<file path="config.mk">
export PLATFORM = sky130hd
export DESIGN_NAME = adc_irq_sleep_debug_regs
export DESIGN_NICKNAME = d
export VERILOG_FILES = /design/src/inc/conv_ctl_pkg.sv /design/src/core/adc_irq_sleep_debug_regs.sv
export VERILOG_INCLUDE_DIRS = /design/src /design/src/inc
export SDC_FILE = /design/constraint.sdc
export NUM_CORES = 1
export LEC_CHECK = 0
export BUFFER_PORTS_ARGS = -buffer_cell sky130_fd_sc_hd__buf_4
export CAP_MARGIN = 10
export CELL_PAD_IN_SITES_DETAIL_PLACEMENT = 0
export CELL_PAD_IN_SITES_GLOBAL_PLACEMENT = 1
export CORE_MARGIN = 2
export CORE_UTILIZATION = 47
export CTS_CLUSTER_DIAMETER = 30
export DETAILED_ROUTE_END_ITERATION = 7
export GPL_ROUTABILITY_DRIVEN = 1
export PLACE_DENSITY = 0.81
export SETUP_SLACK_MARGIN = 0.4
export SKIP_CTS_REPAIR_TIMING = 1
export SLEW_MARGIN = 20
export SYNTH_ARGS = -nofsm -noshare
export SYNTH_HDL_FRONTEND = slang
export SYNTH_SLANG_ARGS = --single-unit
</file>
<file path="constraint.sdc">
create_clock -name pclk -period 3.6 [get_ports pclk]
set_clock_uncertainty 0.05 [all_clocks]
set_input_delay 0.18 -clock pclk [delete_from_list [all_inputs] [get_ports pclk]]
set_output_delay 0.18 -clock pclk [all_outputs]
set_load 0.01 [all_outputs]
</file>
<file path="src/inc/conv_ctl_defines.svh">
// register indices, field positions, reset values and command codes of the converter control block
`ifndef CONV_CTL_DEFINES_SVH
`define CONV_CTL_DEFINES_SVH

// ======================================================
// register indices (byte address is four times the index)
`define IDX_CONTROL_A 6'h00
`define IDX_CONTROL_B_PRESCALE 6'h01
`define IDX_CONTROL_C_REFERENCE 6'h02
`define IDX_CONTROL_D_WINDOW 6'h03
`define IDX_IRQ_ENABLE 6'h04
`define IDX_IRQ_FLAG 6'h05
`define IDX_STATUS 6'h06
`define IDX_DEBUG_CONTROL 6'h07
`define IDX_CONTROL_E_SAMPLE_TIME 6'h08
`define IDX_CONTROL_F_ACCUMULATE 6'h09
`define IDX_COMMAND 6'h0a
`define IDX_GAIN_AMP_CONTROL 6'h0b
`define IDX_POSITIVE_INPUT_SELECT 6'h0c
`define IDX_NEGATIVE_INPUT_SELECT 6'h0d
`define IDX_RESULT 6'h10
`define IDX_SAMPLE 6'h14
`define IDX_TEMP_BYTE_0 6'h18
`define IDX_TEMP_BYTE_1 6'h19
`define IDX_TEMP_BYTE_2 6'h1a
`define IDX_WINDOW_LOW_THRESHOLD 6'h1c
`define IDX_WINDOW_HIGH_THRESHOLD 6'h1e

// ======================================================
// field positions
`define BIT_STANDBY_RUN_ENABLE 7
`define BIT_ANALOG_KEEP_ON 5
`define BIT_CONVERTER_ENABLE 0
`define BIT_WINDOW_SOURCE_SELECT 3
`define BIT_TRIGGER_OVERRUN 5
`define BIT_SAMPLE_OVERWRITE 4
`define BIT_RESULT_OVERWRITE 3
`define BIT_WINDOW_MATCH 2
`define BIT_SAMPLE_READY 1
`define BIT_RESULT_READY 0
`define BIT_BUSY 0
`define BIT_RUN_WHILE_HALTED 0

// ======================================================
// reset values and masks
`define RESET_BYTE 8'h00
`define MASK_CONTROL_A 8'ha1
`define MASK_IRQ 8'h3f
`define MASK_CONTROL_D 8'h0f

// ======================================================
// start command codes
`define START_STOP 3'h0
`define START_IMMEDIATE 3'h1
`define START_EVENT_TRIGGER 3'h2

`endif

</file>
<file path="src/inc/conv_ctl_pkg.sv">
// types shared by the converter control block
package conv_ctl_pkg;
  typedef enum logic [2:0] {
    win_none,
    win_below,
    win_above,
    win_inside,
    win_outside
  } win_mode_type;
  typedef enum {
    st_idle,
    st_converting
  } conv_state_type;
  typedef logic [31:0] apb_word_type;
endpackage

</file>
<file path="src/core/adc_irq_sleep_debug_regs.sv">
// converter control shell: registers, interrupt flags, sleep and debug gating
// Notes on behaviour
// - trigger during conversion sets overrun, error vector
// - unread sample overwritten sets sample overwrite
// - unread result overwritten sets result overwrite
// - new sample sets sample ready flag
// - new result sets result ready flag
// - window match routed by source, per mode
// - flags set regardless of enable bits
// - each source enabled by its enable bit
// - request while enable and flag both set
// - conversion finishes before idle or standby
// - idle sleep still starts event-triggered conversions
// - standby starts event conversions only if enabled
// - keep-on plus standby run keeps analog powered
// - power-down aborts conversion at once
// - run-while-halted set keeps normal operation
// - halted without it: finish, then halt
// - control A bits 7, 5, 0, reset zero
// - standby run clear: finish then sleep
// - window modes: none, below, above, inside, outside
// - window source: result low half or sample
// - keep-on holds analog on, else per conversion
//
// Register access over APB is this design's own decision.
`timescale 1ns/1ns
`include "conv_ctl_defines.svh"

module adc_irq_sleep_debug_regs (
  // clock and reset
  input wire logic pclk,
  input wire logic presetn,
  // apb slave
  input wire logic psel,
  input wire logic penable,
  input wire logic pwrite,
  input wire logic [7:0] paddr,
  input wire logic [31:0] pwdata,
  output conv_ctl_pkg::apb_word_type prdata,
  output logic pready,
  output logic pslverr,
  // system state
  input wire logic sleep_idle,
  input wire logic sleep_standby,
  input wire logic sleep_powerdown,
  input wire logic debug_halt,
  // start event from the event system
  input wire logic start_event,
  // converter core
  input wire logic conv_sample_done,
  input wire logic [15:0] conv_sample_data,
  input wire logic conv_result_done,
  input wire logic [31:0] conv_result_data,
  output logic conv_start,
  output logic conv_abort,
  output logic analog_power_on,
  // interrupt requests
  output logic irq_error,
  output logic irq_sample_ready,
  output logic irq_result_ready
);
  import conv_ctl_pkg::*;

  // ======================================================
  // register storage
  logic [7:0] control_a_r;
  logic [7:0] control_b_prescale_r;
  logic [7:0] control_c_reference_r;
  logic [7:0] control_d_window_r;
  logic [7:0] irq_enable_r;
  logic [7:0] irq_flag_r;
  logic [7:0] debug_control_r;
  logic [7:0] control_e_sample_time_r;
  logic [7:0] control_f_accumulate_r;
  logic [7:0] command_r;
  logic [7:0] gain_amp_control_r;
  logic [7:0] positive_input_select_r;
  logic [7:0] negative_input_select_r;
  logic [7:0] temp_byte_r [3];
  logic [15:0] window_low_threshold_r;
  logic [15:0] window_high_threshold_r;
  logic [31:0] result_r;
  logic [15:0] sample_r;
  logic sample_unread_r;
  logic result_unread_r;
  conv_state_type state_r;
  logic event_meta_r;
  logic event_sync_r;
  logic event_prev_r;
  logic [31:0] prdata_r;
  logic pslverr_r;

  // ======================================================
  // decode
  logic [5:0] idx;
  logic setup_phase;
  logic wr_en;
  logic rd_en;
  logic mapped;
  logic [7:0] wbyte;

  assign idx = paddr[7:2];
  assign setup_phase = psel && !penable;
  assign wr_en = psel && penable && pwrite;
  assign rd_en = psel && penable && !pwrite;
  assign wbyte = pwdata[7:0];

  always_comb begin
    unique case (idx)
      `IDX_CONTROL_A, `IDX_CONTROL_B_PRESCALE, `IDX_CONTROL_C_REFERENCE,
      `IDX_CONTROL_D_WINDOW, `IDX_IRQ_ENABLE, `IDX_IRQ_FLAG, `IDX_STATUS,
      `IDX_DEBUG_CONTROL, `IDX_CONTROL_E_SAMPLE_TIME, `IDX_CONTROL_F_ACCUMULATE,
      `IDX_COMMAND, `IDX_GAIN_AMP_CONTROL, `IDX_POSITIVE_INPUT_SELECT,
      `IDX_NEGATIVE_INPUT_SELECT, `IDX_RESULT, `IDX_SAMPLE, `IDX_TEMP_BYTE_0,
      `IDX_TEMP_BYTE_1, `IDX_TEMP_BYTE_2, `IDX_WINDOW_LOW_THRESHOLD,
      `IDX_WINDOW_HIGH_THRESHOLD: mapped = 1'b1;
      default: mapped = 1'b0;
    endcase
  end

  // ======================================================
  // control fields
  logic converter_enable;
  logic analog_keep_on;
  logic standby_run_enable;
  logic run_while_halted;
  logic window_source_select;
  logic [2:0] window_compare_mode;
  logic [2:0] start_mode;

  assign converter_enable = control_a_r[`BIT_CONVERTER_ENABLE];
  assign analog_keep_on = control_a_r[`BIT_ANALOG_KEEP_ON];
  assign standby_run_enable = control_a_r[`BIT_STANDBY_RUN_ENABLE];
  assign run_while_halted = debug_control_r[`BIT_RUN_WHILE_HALTED];
  assign window_source_select = control_d_window_r[`BIT_WINDOW_SOURCE_SELECT];
  assign window_compare_mode = control_d_window_r[2:0];
  assign start_mode = command_r[2:0];

  // ======================================================
  // start event synchroniser and edge detect
  always_ff @(posedge pclk or negedge presetn) begin
    if (!presetn) begin
      event_meta_r <= 1'b0;
      event_sync_r <= 1'b0;
      event_prev_r <= 1'b0;
    end else begin
      event_meta_r <= start_event;
      event_sync_r <= event_meta_r;
      event_prev_r <= event_sync_r;
    end
  end

  // ======================================================
  // sleep and debug gating
  logic halted;
  logic standby_blocked;
  logic event_trig;
  logic sw_trig;
  logic trig;
  logic start_ok;
  logic busy;

  assign busy = (state_r == st_converting);
  assign halted = debug_halt && !run_while_halted;
  assign standby_blocked = sleep_standby && !standby_run_enable;
  assign event_trig = event_sync_r && !event_prev_r && (start_mode == `START_EVENT_TRIGGER);
  assign sw_trig = wr_en && (idx == `IDX_COMMAND) && (wbyte[2:0] == `START_IMMEDIATE);
  // idle and standby admit only event triggers
  assign trig = converter_enable && !sleep_powerdown && !halted && !standby_blocked
    && (event_trig || (sw_trig && !sleep_idle && !sleep_standby));
  assign start_ok = trig && !busy;

  // ======================================================
  // conversion state: a started conversion runs to its end unless power-down or converter enable cleared
  always_ff @(posedge pclk or negedge presetn) begin
    if (!presetn) begin
      state_r <= st_idle;
    end else begin
      unique case (state_r)
        st_idle: begin
          if (start_ok) begin
            state_r <= st_converting;
          end
        end
        st_converting: begin
          if (sleep_powerdown || !converter_enable) begin
            state_r <= st_idle;
          end else if (conv_result_done) begin
            state_r <= st_idle;
          end
        end
      endcase
    end
  end

  assign conv_start = start_ok;
  assign conv_abort = busy && (sleep_powerdown || !converter_enable);

  // analog modules stay on with keep-on while the block may run
  assign analog_power_on = busy || (converter_enable && analog_keep_on && !sleep_powerdown
    && !halted && !standby_blocked);

  // ======================================================
  // data registers
  always_ff @(posedge pclk or negedge presetn) begin
    if (!presetn) begin
      sample_r <= 16'h0000;
    end else if (conv_sample_done && busy) begin
      sample_r <= conv_sample_data;
    end
  end

  always_ff @(posedge pclk or negedge presetn) begin
    if (!presetn) begin
      result_r <= 32'h0000_0000;
    end else if (conv_result_done && busy) begin
      result_r <= conv_result_data;
    end
  end

  logic sample_new;
  logic result_new;
  logic sample_read;
  logic result_read;

  assign sample_new = conv_sample_done && busy;
  assign result_new = conv_result_done && busy;
  assign sample_read = rd_en && (idx == `IDX_SAMPLE);
  assign result_read = rd_en && (idx == `IDX_RESULT);

  // a new value counts as unread even if read in the same cycle
  always_ff @(posedge pclk or negedge presetn) begin
    if (!presetn) begin
      sample_unread_r <= 1'b0;
      result_unread_r <= 1'b0;
    end else begin
      if (sample_new) begin
        sample_unread_r <= 1'b1;
      end else if (sample_read) begin
        sample_unread_r <= 1'b0;
      end
      if (result_new) begin
        result_unread_r <= 1'b1;
      end else if (result_read) begin
        result_unread_r <= 1'b0;
      end
    end
  end

  // ======================================================
  // window comparator
  logic [15:0] win_operand;
  logic win_hit;
  logic win_check;

  assign win_operand = window_source_select ? conv_sample_data : conv_result_data[15:0];
  assign win_check = window_source_select ? sample_new : result_new;

  always_comb begin
    win_hit = 1'b0;
    unique case (window_compare_mode)
      win_below: win_hit = win_operand < window_low_threshold_r;
      win_above: win_hit = win_operand > window_high_threshold_r;
      win_inside: win_hit = (win_operand > window_low_threshold_r) && (win_operand < window_high_threshold_r);
      win_outside: win_hit = (win_operand < window_low_threshold_r) || (win_operand > window_high_threshold_r);
      default: win_hit = 1'b0;
    endcase
  end

  // ======================================================
  // interrupt flags: hardware set wins over software clear
  logic [7:0] flag_set;
  logic [7:0] flag_clr;

  always_comb begin
    flag_set = 8'h00;
    flag_set[`BIT_TRIGGER_OVERRUN] = trig && busy;
    flag_set[`BIT_SAMPLE_OVERWRITE] = sample_new && sample_unread_r;
    flag_set[`BIT_RESULT_OVERWRITE] = result_new && result_unread_r;
    flag_set[`BIT_SAMPLE_READY] = sample_new;
    flag_set[`BIT_RESULT_READY] = result_new;
    flag_set[`BIT_WINDOW_MATCH] = win_check && win_hit;
  end

  assign flag_clr = (wr_en && (idx == `IDX_IRQ_FLAG)) ? (wbyte & `MASK_IRQ) : 8'h00;

  always_ff @(posedge pclk or negedge presetn) begin
    if (!presetn) begin
      irq_flag_r <= `RESET_BYTE;
    end else begin
      irq_flag_r <= (irq_flag_r & ~flag_clr) | flag_set;
    end
  end

  // ======================================================
  // request vectors
  logic [7:0] pending;

  assign pending = irq_flag_r & irq_enable_r;
  assign irq_error = pending[`BIT_TRIGGER_OVERRUN] || pending[`BIT_SAMPLE_OVERWRITE]
    || pending[`BIT_RESULT_OVERWRITE];
  assign irq_sample_ready = pending[`BIT_SAMPLE_READY]
    || (pending[`BIT_WINDOW_MATCH] && window_source_select);
  assign irq_result_ready = pending[`BIT_RESULT_READY]
    || (pending[`BIT_WINDOW_MATCH] && !window_source_select);

  // ======================================================
  // software-written registers
  always_ff @(posedge pclk or negedge presetn) begin
    if (!presetn) begin
      control_a_r <= `RESET_BYTE;
      control_d_window_r <= `RESET_BYTE;
      irq_enable_r <= `RESET_BYTE;
      debug_control_r <= `RESET_BYTE;
      command_r <= `RESET_BYTE;
    end else if (wr_en) begin
      unique case (idx)
        `IDX_CONTROL_A: control_a_r <= wbyte & `MASK_CONTROL_A;
        `IDX_CONTROL_D_WINDOW: control_d_window_r <= wbyte & `MASK_CONTROL_D;
        `IDX_IRQ_ENABLE: irq_enable_r <= wbyte & `MASK_IRQ;
        `IDX_DEBUG_CONTROL: debug_control_r <= {7'h00, wbyte[`BIT_RUN_WHILE_HALTED]};
        `IDX_COMMAND: command_r <= wbyte;
        default: ;
      endcase
    end
  end

  always_ff @(posedge pclk or negedge presetn) begin
    if (!presetn) begin
      control_b_prescale_r <= `RESET_BYTE;
      control_c_reference_r <= `RESET_BYTE;
      control_e_sample_time_r <= `RESET_BYTE;
      control_f_accumulate_r <= `RESET_BYTE;
      gain_amp_control_r <= `RESET_BYTE;
      positive_input_select_r <= `RESET_BYTE;
      negative_input_select_r <= `RESET_BYTE;
      temp_byte_r[0] <= `RESET_BYTE;
      temp_byte_r[1] <= `RESET_BYTE;
      temp_byte_r[2] <= `RESET_BYTE;
      window_low_threshold_r <= 16'h0000;
      window_high_threshold_r <= 16'h0000;
    end else if (wr_en) begin
      unique case (idx)
        `IDX_CONTROL_B_PRESCALE: control_b_prescale_r <= {4'h0, wbyte[3:0]};
        `IDX_CONTROL_C_REFERENCE: control_c_reference_r <= wbyte;
        `IDX_CONTROL_E_SAMPLE_TIME: control_e_sample_time_r <= wbyte;
        `IDX_CONTROL_F_ACCUMULATE: control_f_accumulate_r <= wbyte;
        `IDX_GAIN_AMP_CONTROL: gain_amp_control_r <= wbyte;
        `IDX_POSITIVE_INPUT_SELECT: positive_input_select_r <= wbyte;
        `IDX_NEGATIVE_INPUT_SELECT: negative_input_select_r <= wbyte;
        `IDX_TEMP_BYTE_0: temp_byte_r[0] <= wbyte;
        `IDX_TEMP_BYTE_1: temp_byte_r[1] <= wbyte;
        `IDX_TEMP_BYTE_2: temp_byte_r[2] <= wbyte;
        `IDX_WINDOW_LOW_THRESHOLD: window_low_threshold_r <= pwdata[15:0];
        `IDX_WINDOW_HIGH_THRESHOLD: window_high_threshold_r <= pwdata[15:0];
        default: ;
      endcase
    end
  end

  // ======================================================
  // read mux, registered in the setup cycle
  logic [31:0] rd_val;

  always_comb begin
    rd_val = 32'h0000_0000;
    unique case (idx)
      `IDX_CONTROL_A: rd_val[7:0] = control_a_r;
      `IDX_CONTROL_B_PRESCALE: rd_val[7:0] = control_b_prescale_r;
      `IDX_CONTROL_C_REFERENCE: rd_val[7:0] = control_c_reference_r;
      `IDX_CONTROL_D_WINDOW: rd_val[7:0] = control_d_window_r;
      `IDX_IRQ_ENABLE: rd_val[7:0] = irq_enable_r;
      `IDX_IRQ_FLAG: rd_val[7:0] = irq_flag_r;
      `IDX_STATUS: rd_val[`BIT_BUSY] = busy;
      `IDX_DEBUG_CONTROL: rd_val[7:0] = debug_control_r;
      `IDX_CONTROL_E_SAMPLE_TIME: rd_val[7:0] = control_e_sample_time_r;
      `IDX_CONTROL_F_ACCUMULATE: rd_val[7:0] = control_f_accumulate_r;
      `IDX_COMMAND: rd_val[7:0] = command_r;
      `IDX_GAIN_AMP_CONTROL: rd_val[7:0] = gain_amp_control_r;
      `IDX_POSITIVE_INPUT_SELECT: rd_val[7:0] = positive_input_select_r;
      `IDX_NEGATIVE_INPUT_SELECT: rd_val[7:0] = negative_input_select_r;
      `IDX_RESULT: rd_val = result_r;
      `IDX_SAMPLE: rd_val[15:0] = sample_r;
      `IDX_TEMP_BYTE_0: rd_val[7:0] = temp_byte_r[0];
      `IDX_TEMP_BYTE_1: rd_val[7:0] = temp_byte_r[1];
      `IDX_TEMP_BYTE_2: rd_val[7:0] = temp_byte_r[2];
      `IDX_WINDOW_LOW_THRESHOLD: rd_val[15:0] = window_low_threshold_r;
      `IDX_WINDOW_HIGH_THRESHOLD: rd_val[15:0] = window_high_threshold_r;
      default: rd_val = 32'h0000_0000;
    endcase
  end

  always_ff @(posedge pclk or negedge presetn) begin
    if (!presetn) begin
      prdata_r <= 32'h0000_0000;
      pslverr_r <= 1'b0;
    end else if (setup_phase) begin
      prdata_r <= pwrite ? 32'h0000_0000 : rd_val;
      pslverr_r <= !mapped;
    end
  end

  assign prdata = prdata_r;
  assign pslverr = pslverr_r && psel && penable;
  assign pready = 1'b1;

endmodule // adc_irq_sleep_debug_regs

</file>
---- After elaboration in Yosys (flattened, before gate mapping) ----
Memories as Yosys holds them, arrays and structs flattened.
Cells that the tools add are included.
word-level totals
  register bits after elaboration ......... 256
  ROM bits ................................ 32
  input port bits ......................... 100
  logic and storage cells ................. 165
  memories ................................ 1
operators by class
  magnitude comparators ................... 4
  eq/ne operators ......................... 30
  mux-type cells .......................... 18
  bitwise logic cells ..................... 4
  reductions and logical operators ........ 80
memory list
  name             depth  bits a word  read ports  clocked after memory_dff  write ports  line                             text
  (no name shown)  32     1            1           0                         0            adc_irq_sleep_debug_regs.sv:109  unique case (idx)
operators with widths
  kind                 number
  $pmux 7 s19          1
  $mux 32              4
  $pmux 32 s2          1
  $eq 6x5->1 const B   7
  $eq 6x4->1 const B   6
  $logic_and 1x1->1    36
  $reduce_and 2->1     18
  $eq 32x1->1 const B  1
  $eq 32x2->1 const B  1
  $gt 16x16->1         2
  $logic_not 32->1     1
  $lt 16x16->1         2
  $mux 16              2
  $pmux 8 s4           1
  $eq 6x3->1 const B   4
  $pmux 1 s21          1
  $logic_not 1->1      14
  $eq 6x2->1 const B   2
  $eq 3x2->1 const B   3
  $and 8x8->8          1
  $logic_or 1x1->1     8
  $not 6->8            1
  $or 8x6->8           1
  $and 6x6->6          1
  other kinds (10)     17

---- Depth between registers and ports, before layout ----
Gate-level depths: netlist (run 1).
  depth after elaboration ................. 11
  mapped depth ............................ 9
  gate-level depth less buffers ........... 8

---- Worst setup path before layout (run 1) ----
Ideal clock, no wire load.
  kind .................................... register to register
  from .................................... register control_d_window_r[3]
  to ...................................... register irq_flag_r[2]
  setup time .............................. 0.130 ns
  arrival time ............................ 2.397 ns
  slack ................................... 1.023 ns
  stages on the path, launching flop included .. 10
  path buffers ............................ 1
  cell sequence ........................... dfrtp_1 > clkbuf_1 > mux2_2 > ha_1 > a41oi_1 > o21ai_0 > a41o_1 > nor4b_1 > or2_2 > nand4_1
between the ends
  cells in the longest elaborated chain, start to end .. 6
  elaborated cells between the ends (all ways) .. 11
RTL lines
  item                                                   line                                                              text
  start, declared                                        adc_irq_sleep_debug_regs.sv:69                                    logic [7:0] control_d_window_r;
  start signal, assigned                                 adc_irq_sleep_debug_regs.sv:312                                   control_d_window_r <= `RESET_BYTE;
  start signal, assigned                                 adc_irq_sleep_debug_regs.sv:319                                   `IDX_CONTROL_D_WINDOW: control_d_window_r <= wbyte & `MASK_CONTROL_D;
  $mux 16                                                adc_irq_sleep_debug_regs.sv:256                                   assign win_operand = window_source_select ? conv_sample_data : conv_result_data[15:0];
  $lt 16x16->1 (tied with other cells)                   adc_irq_sleep_debug_regs.sv:262, adc_irq_sleep_debug_regs.sv:265
  $logic_or 1x1->1 or $logic_and 1x1->1 (tied branches)  adc_irq_sleep_debug_regs.sv:265, adc_irq_sleep_debug_regs.sv:264
  $pmux 1 s4                                             adc_irq_sleep_debug_regs.sv:261                                   unique case (window_compare_mode)
  $logic_and 1x1->1 (*)                                  adc_irq_sleep_debug_regs.sv:282                                   flag_set[`BIT_WINDOW_MATCH] = win_check && win_hit;
  $or 8x6->8 (*)                                         adc_irq_sleep_debug_regs.sv:291                                   irq_flag_r <= (irq_flag_r & ~flag_clr) | flag_set;
  end signal, assigned                                   adc_irq_sleep_debug_regs.sv:289                                   irq_flag_r <= `RESET_BYTE;
  end signal, assigned                                   adc_irq_sleep_debug_regs.sv:291
  end, declared                                          adc_irq_sleep_debug_regs.sv:71                                    logic [7:0] irq_flag_r;
Every way passes the cells marked *; elsewhere a longest branch is shown, timed or not.
A chain may end at the register's enable or synchronous reset.

---- Worst setup path after layout (run 1) ----
  from .................................... input paddr[4]
  to ...................................... output conv_start
between the ends
  cells in the longest elaborated chain, start to end .. 8
RTL lines
  item                            line                             text
  start, declared                 adc_irq_sleep_debug_regs.sv:37   input wire logic [7:0] paddr,
  $eq 6x4->1                      n/a
  $logic_and 1x1->1 (2 in a row)  adc_irq_sleep_debug_regs.sv:167  assign sw_trig = wr_en && (idx == `IDX_COMMAND) && (wbyte[2:0] == `START_IMMEDIATE);
  $logic_and 1x1->1 (2 in a row)  adc_irq_sleep_debug_regs.sv:170  && (event_trig || (sw_trig && !sleep_idle && !sleep_standby));
  $logic_or 1x1->1                adc_irq_sleep_debug_regs.sv:170
  $logic_and 1x1->1               adc_irq_sleep_debug_regs.sv:170
  $logic_and 1x1->1               adc_irq_sleep_debug_regs.sv:171  assign start_ok = trig && !busy;
  end, declared                   adc_irq_sleep_debug_regs.sv:54   output logic conv_start,
Every way passes these cells.

==> results_dict.tcl, run 1 <==
set metrics [dict create \
    status "finished with violations" \
    die_h_um 156 \
    slew_headroom_pct 30.9 \
    port_buffers 120 \
    grt_max_degree 106 \
    antenna_found_initial 0 \
    final_max_slew_viol_count 0 \
    synth_top_family_by_area "multiplexers" \
    dieArea_um2 24300 \
    placed_cells 1284 \
    path_max_fanout 28 \
    die_w_um 156 \
    fin_hold_ws_ps -10.3 \
    powerDensity_nw_per_um2 524 \
    async_flop_share_pct 100 \
    start_kind "primary input" \
    gr-total-overflow 0 \
    area_delta_synth_final_pct 32.4 \
    cts_tree "built" \
    cts_sinks 223 \
    rows 55 \
    drc_errors 0 \
    syn_avg_cell_area_um2 11.9 \
    max_freq_mhz 341 \
    cts_root_buf "clkbuf_16" \
    ys_seq_area_share_pct 51.5 \
    tightest_slew_ps 1030 \
    fin_cells 1439 \
    leakage_nw 6.98 \
    syn_nets 1041 \
    setup_violations 0 \
    start_util_pct 47.9 \
    synth_adder_area_share_pct 3.69 \
    viasPerCell 5.88 \
    drive_gt1_share_pct 35.6 \
    routed_wl_um 31800 \
    dp_hpwl_um 21400 \
    grt_pass1_wl_um 48200 \
    critPathCaptureType "output port" \
    failed_checks "hold timing" \
    tns_ps 0 \
    syn_area_um2 10800 \
    ys.flop_type "dfrtp_1" \
    crit_arrival_ps 2700 \
    via_count 8465 \
    path_clk_slew_ps 50 \
    coreArea_um2 22600 \
    yosys_warnings 0 \
    cts_buffer_depth 3 \
    synth-xor-area-share_pct 0.162 \
    layout.nets 1249 \
    required_ps 3370 \
    place_congestion 0.892 \
    final_cell_mix "222 x dfrtp_1, 162 x mux2_2, 139 x buf_4" \
    htreeDepth 2 \
    synthCells 909 \
    drtIter0Drc 707 \
    postRouteAntennaNets 0 \
    io_pins 140 \
    ys_types 64 \
    path_class "in2out" \
    cts-buffers-inserted 47 \
    rsz0062_at_grt "no" \
    synth_compound_area_share_pct 12.7 \
    first_pass_iters 4 \
    hold_path_class "in2reg" \
    mostFrequentLayoutCell "dfrtp_1" \
    synthMuxAreaShare_pct 18.8 \
    wire_per_inst_um 22.1 \
    worst_skew_pair.late_latency_ps 540 \
    grt_pass1_vias 8400 \
    synthSimpleGateAreaFrac_pct 9.77 \
    timing.final.crit_share_pct 81.5 \
    min_period_ps 2930 \
    drv_cap 0 \
    grt_usage_pct 26.0 \
    antenna_cells 0 \
    synth_edf_count 0 \
    hold_violations 3 \
    ys_ff_latch 223 \
    peakVddDrop_mv 0.330 \
]
[critical path: stages]
cell      delay [ps]
buf_4            270
nand2b_1         410
nor2b_1          820
nand2_4          230
o31ai_1          370
and3b_1          250
buf_4            130
[synthesized netlist by cell type, drive strengths merged, types with 14 or more instances]
cell	instances	area, µm²
dfrtp	223	5580
a22oi	43	323
clkbuf	24	90.1
buf	27	148
ha	32	400
nor2	25	139
nand2	88	343
inv	35	131
a22o	27	236
mux2	170	1910
o21ai	60	300
nor3	14	124
nand4	14	87.6
[final cells by class]
cell class | count | area, µm²
Clock inverter | 24 | 280
Multi-Input combinational cell | 600 | 4900
Sequential cell | 223 | 5580
Inverter | 35 | 131
Tap cell | 285 | 357
Fill cell | 1810 | 8280
Timing Repair Buffer | 210 | 1770
Clock buffer | 62 | 1340
[state kept, by name, summed over array words and instances (netlist names), 6 cells and up]
signal and flops:
command_r 8, control_c_reference_r 8, control_e_sample_time_r 8, control_f_accumulate_r 8
gain_amp_control_r 8, irq_enable_r 6, irq_flag_r 6, negative_input_select_r 8
positive_input_select_r 8, prdata 32, result_r 32, sample_r 16
temp_byte_r 24, window_high_threshold_r 16, window_low_threshold_r 16
[final timing paths]
kind	from	end	slack, ps	depth (start not counted)
hold / removal	paddr[7]	pslverr_r	-10	3
min in group asynchronous	presetn	prdata[6]	250	2
setup / recovery	paddr[4]	conv_start	670	7
hold reg to reg	event_meta_r	event_sync_r	300	0
max in group asynchronous	presetn	result_r[14]	2230	3
setup reg to reg	control_d_window_r[3]	irq_flag_r[2]	680	8
[through the flow]
stage | instance area (µm²) | utilization [%] | setup slack, ps | power [W] | hold WS [ps]
6_report | 14400 | 63.4 | 666 | 0.00752 | -10.3
5_1_grt | 14400 | 63.4 | 560 | 0.00777 | 0.250
4_1_cts | 13700 | 60.4 | 541 | 0.00750 | -304
3_5_place_dp | 12100 | 53.2 | 576 | 0.00318 | 242
3_3_place_gp | 12100 | 53.2 | 544 | 0.00317 | 240
2_1_floorplan | 10800 | - | 1020 | 0.00293 | -166
[power breakdown]
group	internal (W)	switching, W
combinational	0.000252	0.000299
clock	0.00295	0.00136
sequential	0.00260	0.0000556
total	0.00580	0.00172
[per-layer routing]
| layer | vias to the layer above | GRT usage (%) | wire, µm |
|---|---|---|---|
| li1 | 3785 | - | - |
| met4 | 0 | 10.1 | 948 |
| met3 | 76 | 5.00 | 2070 |
| met5 | - | 0 | 0 |
| met2 | 339 | 40.3 | 14700 |
| met1 | 4265 | 36.3 | 14100 |
[kinds of logic (layout without fill, tap and decap cells)]
kind of cell / count (synthesis) / after routing
buffers and inverters: 86 / 331
AOI/OAI and AO/OA: 197 / 197
adders and majority gates: 32 / 32
other: 1 / 1
and+or+nand+nor: 186 / 186
DFF: 223 / 223
muxes: 182 / 182
xor gates and xnor gates: 2 / 2
Power figures use the tool's default switching activity.
==> run 2: changes to the inputs <==
CORE_UTILIZATION = 42   (was 47)
PLACE_DENSITY = 0.77   (was 0.81)
clock period = 2.5 ns   (was 3.6 ns; I/O delays follow)
==> run 2 against run 1 <==
Against the previous run:
- the run still ends with hold timing left
- clock power is 63% higher
- total power is 56% higher
- sequential power is 44% higher
- design area is 7.1% higher
- wire length is 11% higher
- first-iteration DRC count is 10% lower
- largest cell class unchanged
- largest power group unchanged
==> results_dict.tcl, run 2 (synthesis results as in run 1) <==
set metrics [dict create \
    cts_tree "built" \
    coreArea_um2 25300 \
    min_period_ps 2380 \
    antenna_cells 0 \
    hold_path_class "in2reg" \
    p_switching_w 0.00259 \
    powerDensity_nw_per_um2 764 \
    first_pass_iters 5 \
    hold_violations 3 \
    leakage_nw 7.41 \
    htreeDepth 2 \
    drv_cap 0 \
    crit_chain "buf_12, mux2_4, ha_1, a21oi_1, a21boi_1, o21ai_1, nand4_1, or4_1, nand4_1" \
    final_cell_mix "221 x dfrtp_1, 177 x buf_4, 150 x mux2_2" \
    power_frac_seq_pct 32.5 \
    cpPeakStageDelay_ps 440 \
    timing.final.crit_share_pct 95.2 \
    rows 58 \
    crit_arrival_ps 2780 \
    final_max_slew_viol_count 0 \
    max_freq_mhz 420 \
    gr-total-overflow 0 \
    layout.nets 1307 \
    io_pins 140 \
    mostFrequentLayoutCell "dfrtp_1" \
    postRouteAntennaNets 0 \
    grt_max_degree 73 \
    failed_checks "hold timing" \
    clockPowerShare_pct 59.6 \
    cts_sinks 223 \
    place_congestion 0.872 \
    p_comb_share_pct 7.8 \
    rsz0062_at_grt "yes" \
    path_delay_family "simple AND/OR/NAND/NOR gates" \
    tightest_slew_ps 757 \
    via_count 8858 \
    placed_cells 1370 \
    grt_pass1_wl_um 51100 \
    drtIter0Drc 635 \
    critPathCaptureType "register" \
    dieArea_um2 27100 \
    path_max_fanout 9 \
    path_class "reg2reg" \
    area_delta_synth_final_pct 41.8 \
    cts-buffers-inserted 49 \
    status "finished with violations" \
    finalWorstSetupSlack_ps 120 \
    start_util_pct 42.9 \
    dp_hpwl_um 23800 \
    slew_headroom_pct 49.4 \
    cp_slowest_cell "dfrtp_2" \
    setup_violations 0 \
    drc_errors 0 \
    die_w_um 165 \
    crit_top_cell "nand4_1" \
    antenna_found_initial 0 \
    internal_power_w 0.00916 \
    cts_buffer_depth 3 \
    wire_per_inst_um 22.7 \
    fin_cells 1546 \
    peakVddDrop_mv 0.462 \
    start_kind "register" \
    grt_usage_pct 25.2 \
    die_h_um 165 \
    path_clk_slew_ps 50 \
    viasPerCell 5.73 \
    dpl_worst_slack_ps -126 \
    required_ps 2900 \
    crit_buf_inv 1 \
    worst_skew_pair.late_latency_ps 540 \
    grt_pass1_vias 8682 \
    drive_gt1_share_pct 39.3 \
    port_buffers 120 \
    fin_hold_ws_ps -39.4 \
    swShare_pct 22.1 \
    cts_root_buf "clkbuf_16" \
    routed_wl_um 35200 \
]
-- run 2: path summary, 6_finish.rpt --
kind                                  startpoint  slack [ps]  cells past startpoint                          to
setup / recovery           control_d_window_r[3]         120                      9               irq_flag_r[2]
hold / removal                              psel         -40                      4             result_unread_r
setup reg to reg           control_d_window_r[3]         120                      9               irq_flag_r[2]
hold reg to reg                     event_meta_r         300                      0                event_sync_r
max in group asynchronous                presetn        1520                      3  window_high_threshold_r[3]
min in group asynchronous                presetn         120                      2  positive_input_select_r[4]
-- run 2: metrics by stage --
step	setup TNS, ps	total power (W)	util, %	instance area [µm²]
2_1_floorplan	0	0.00427	-	11100
3_3_place_gp	-142	0.00465	50.2	12700
3_5_place_dp	-126	0.00467	50.2	12700
4_1_cts	0	0.0117	57.4	14500
5_1_grt	-14.3	0.0121	60.9	15400
6_report	0	0.0118	60.9	15400
-- run 2: power groups by stage --
stage | registers, W | logic (W) | clock network (W)
final | 0.00382 | 0.000922 | 0.00701
after global routing | 0.00383 | 0.00100 | 0.00723
after CTS | 0.00382 | 0.000803 | 0.00705
after detailed placement | 0.00387 | 0.000796 | 0
after global placement | 0.00387 | 0.000782 | 0
after floorplan | 0.00385 | 0.000423 | 0
-- run 2: per-layer routing --
| layer | part of all wire (%) | vias to the layer above | track usage (%) |
|---|---|---|---|
| met3 | 7.3 | 79 | 4.32 |
| met4 | 3.5 | 0 | 8.93 |
| li1 | - | 3910 | - |
| met2 | 45 | 393 | 39.3 |
| met5 | 0 | - | 0 |
| met1 | 44 | 4476 | 35.5 |
-- run 2: worst register-to-register path, delay by kind of cell, from the launching register on --
kind / cells / cell delay, ps
multiplexers: 1 / 330
AO/OA/AOI/OAI: 3 / 390
flip-flops: 1 / 440
adder cells (fa/ha/maj): 1 / 310
buffers and inverters: 1 / 160
AND/OR/NAND/NOR: 3 / 640
-- run 2: layout make-up --
type	count	area, µm²
Sequential cell	223	5580
Clock inverter	19	337
Timing Repair Buffer	266	2260
Tap cell	330	413
Fill cell	2060	9880
Multi-Input combinational cell	600	5170
Clock buffer	73	1480
Inverter	35	131
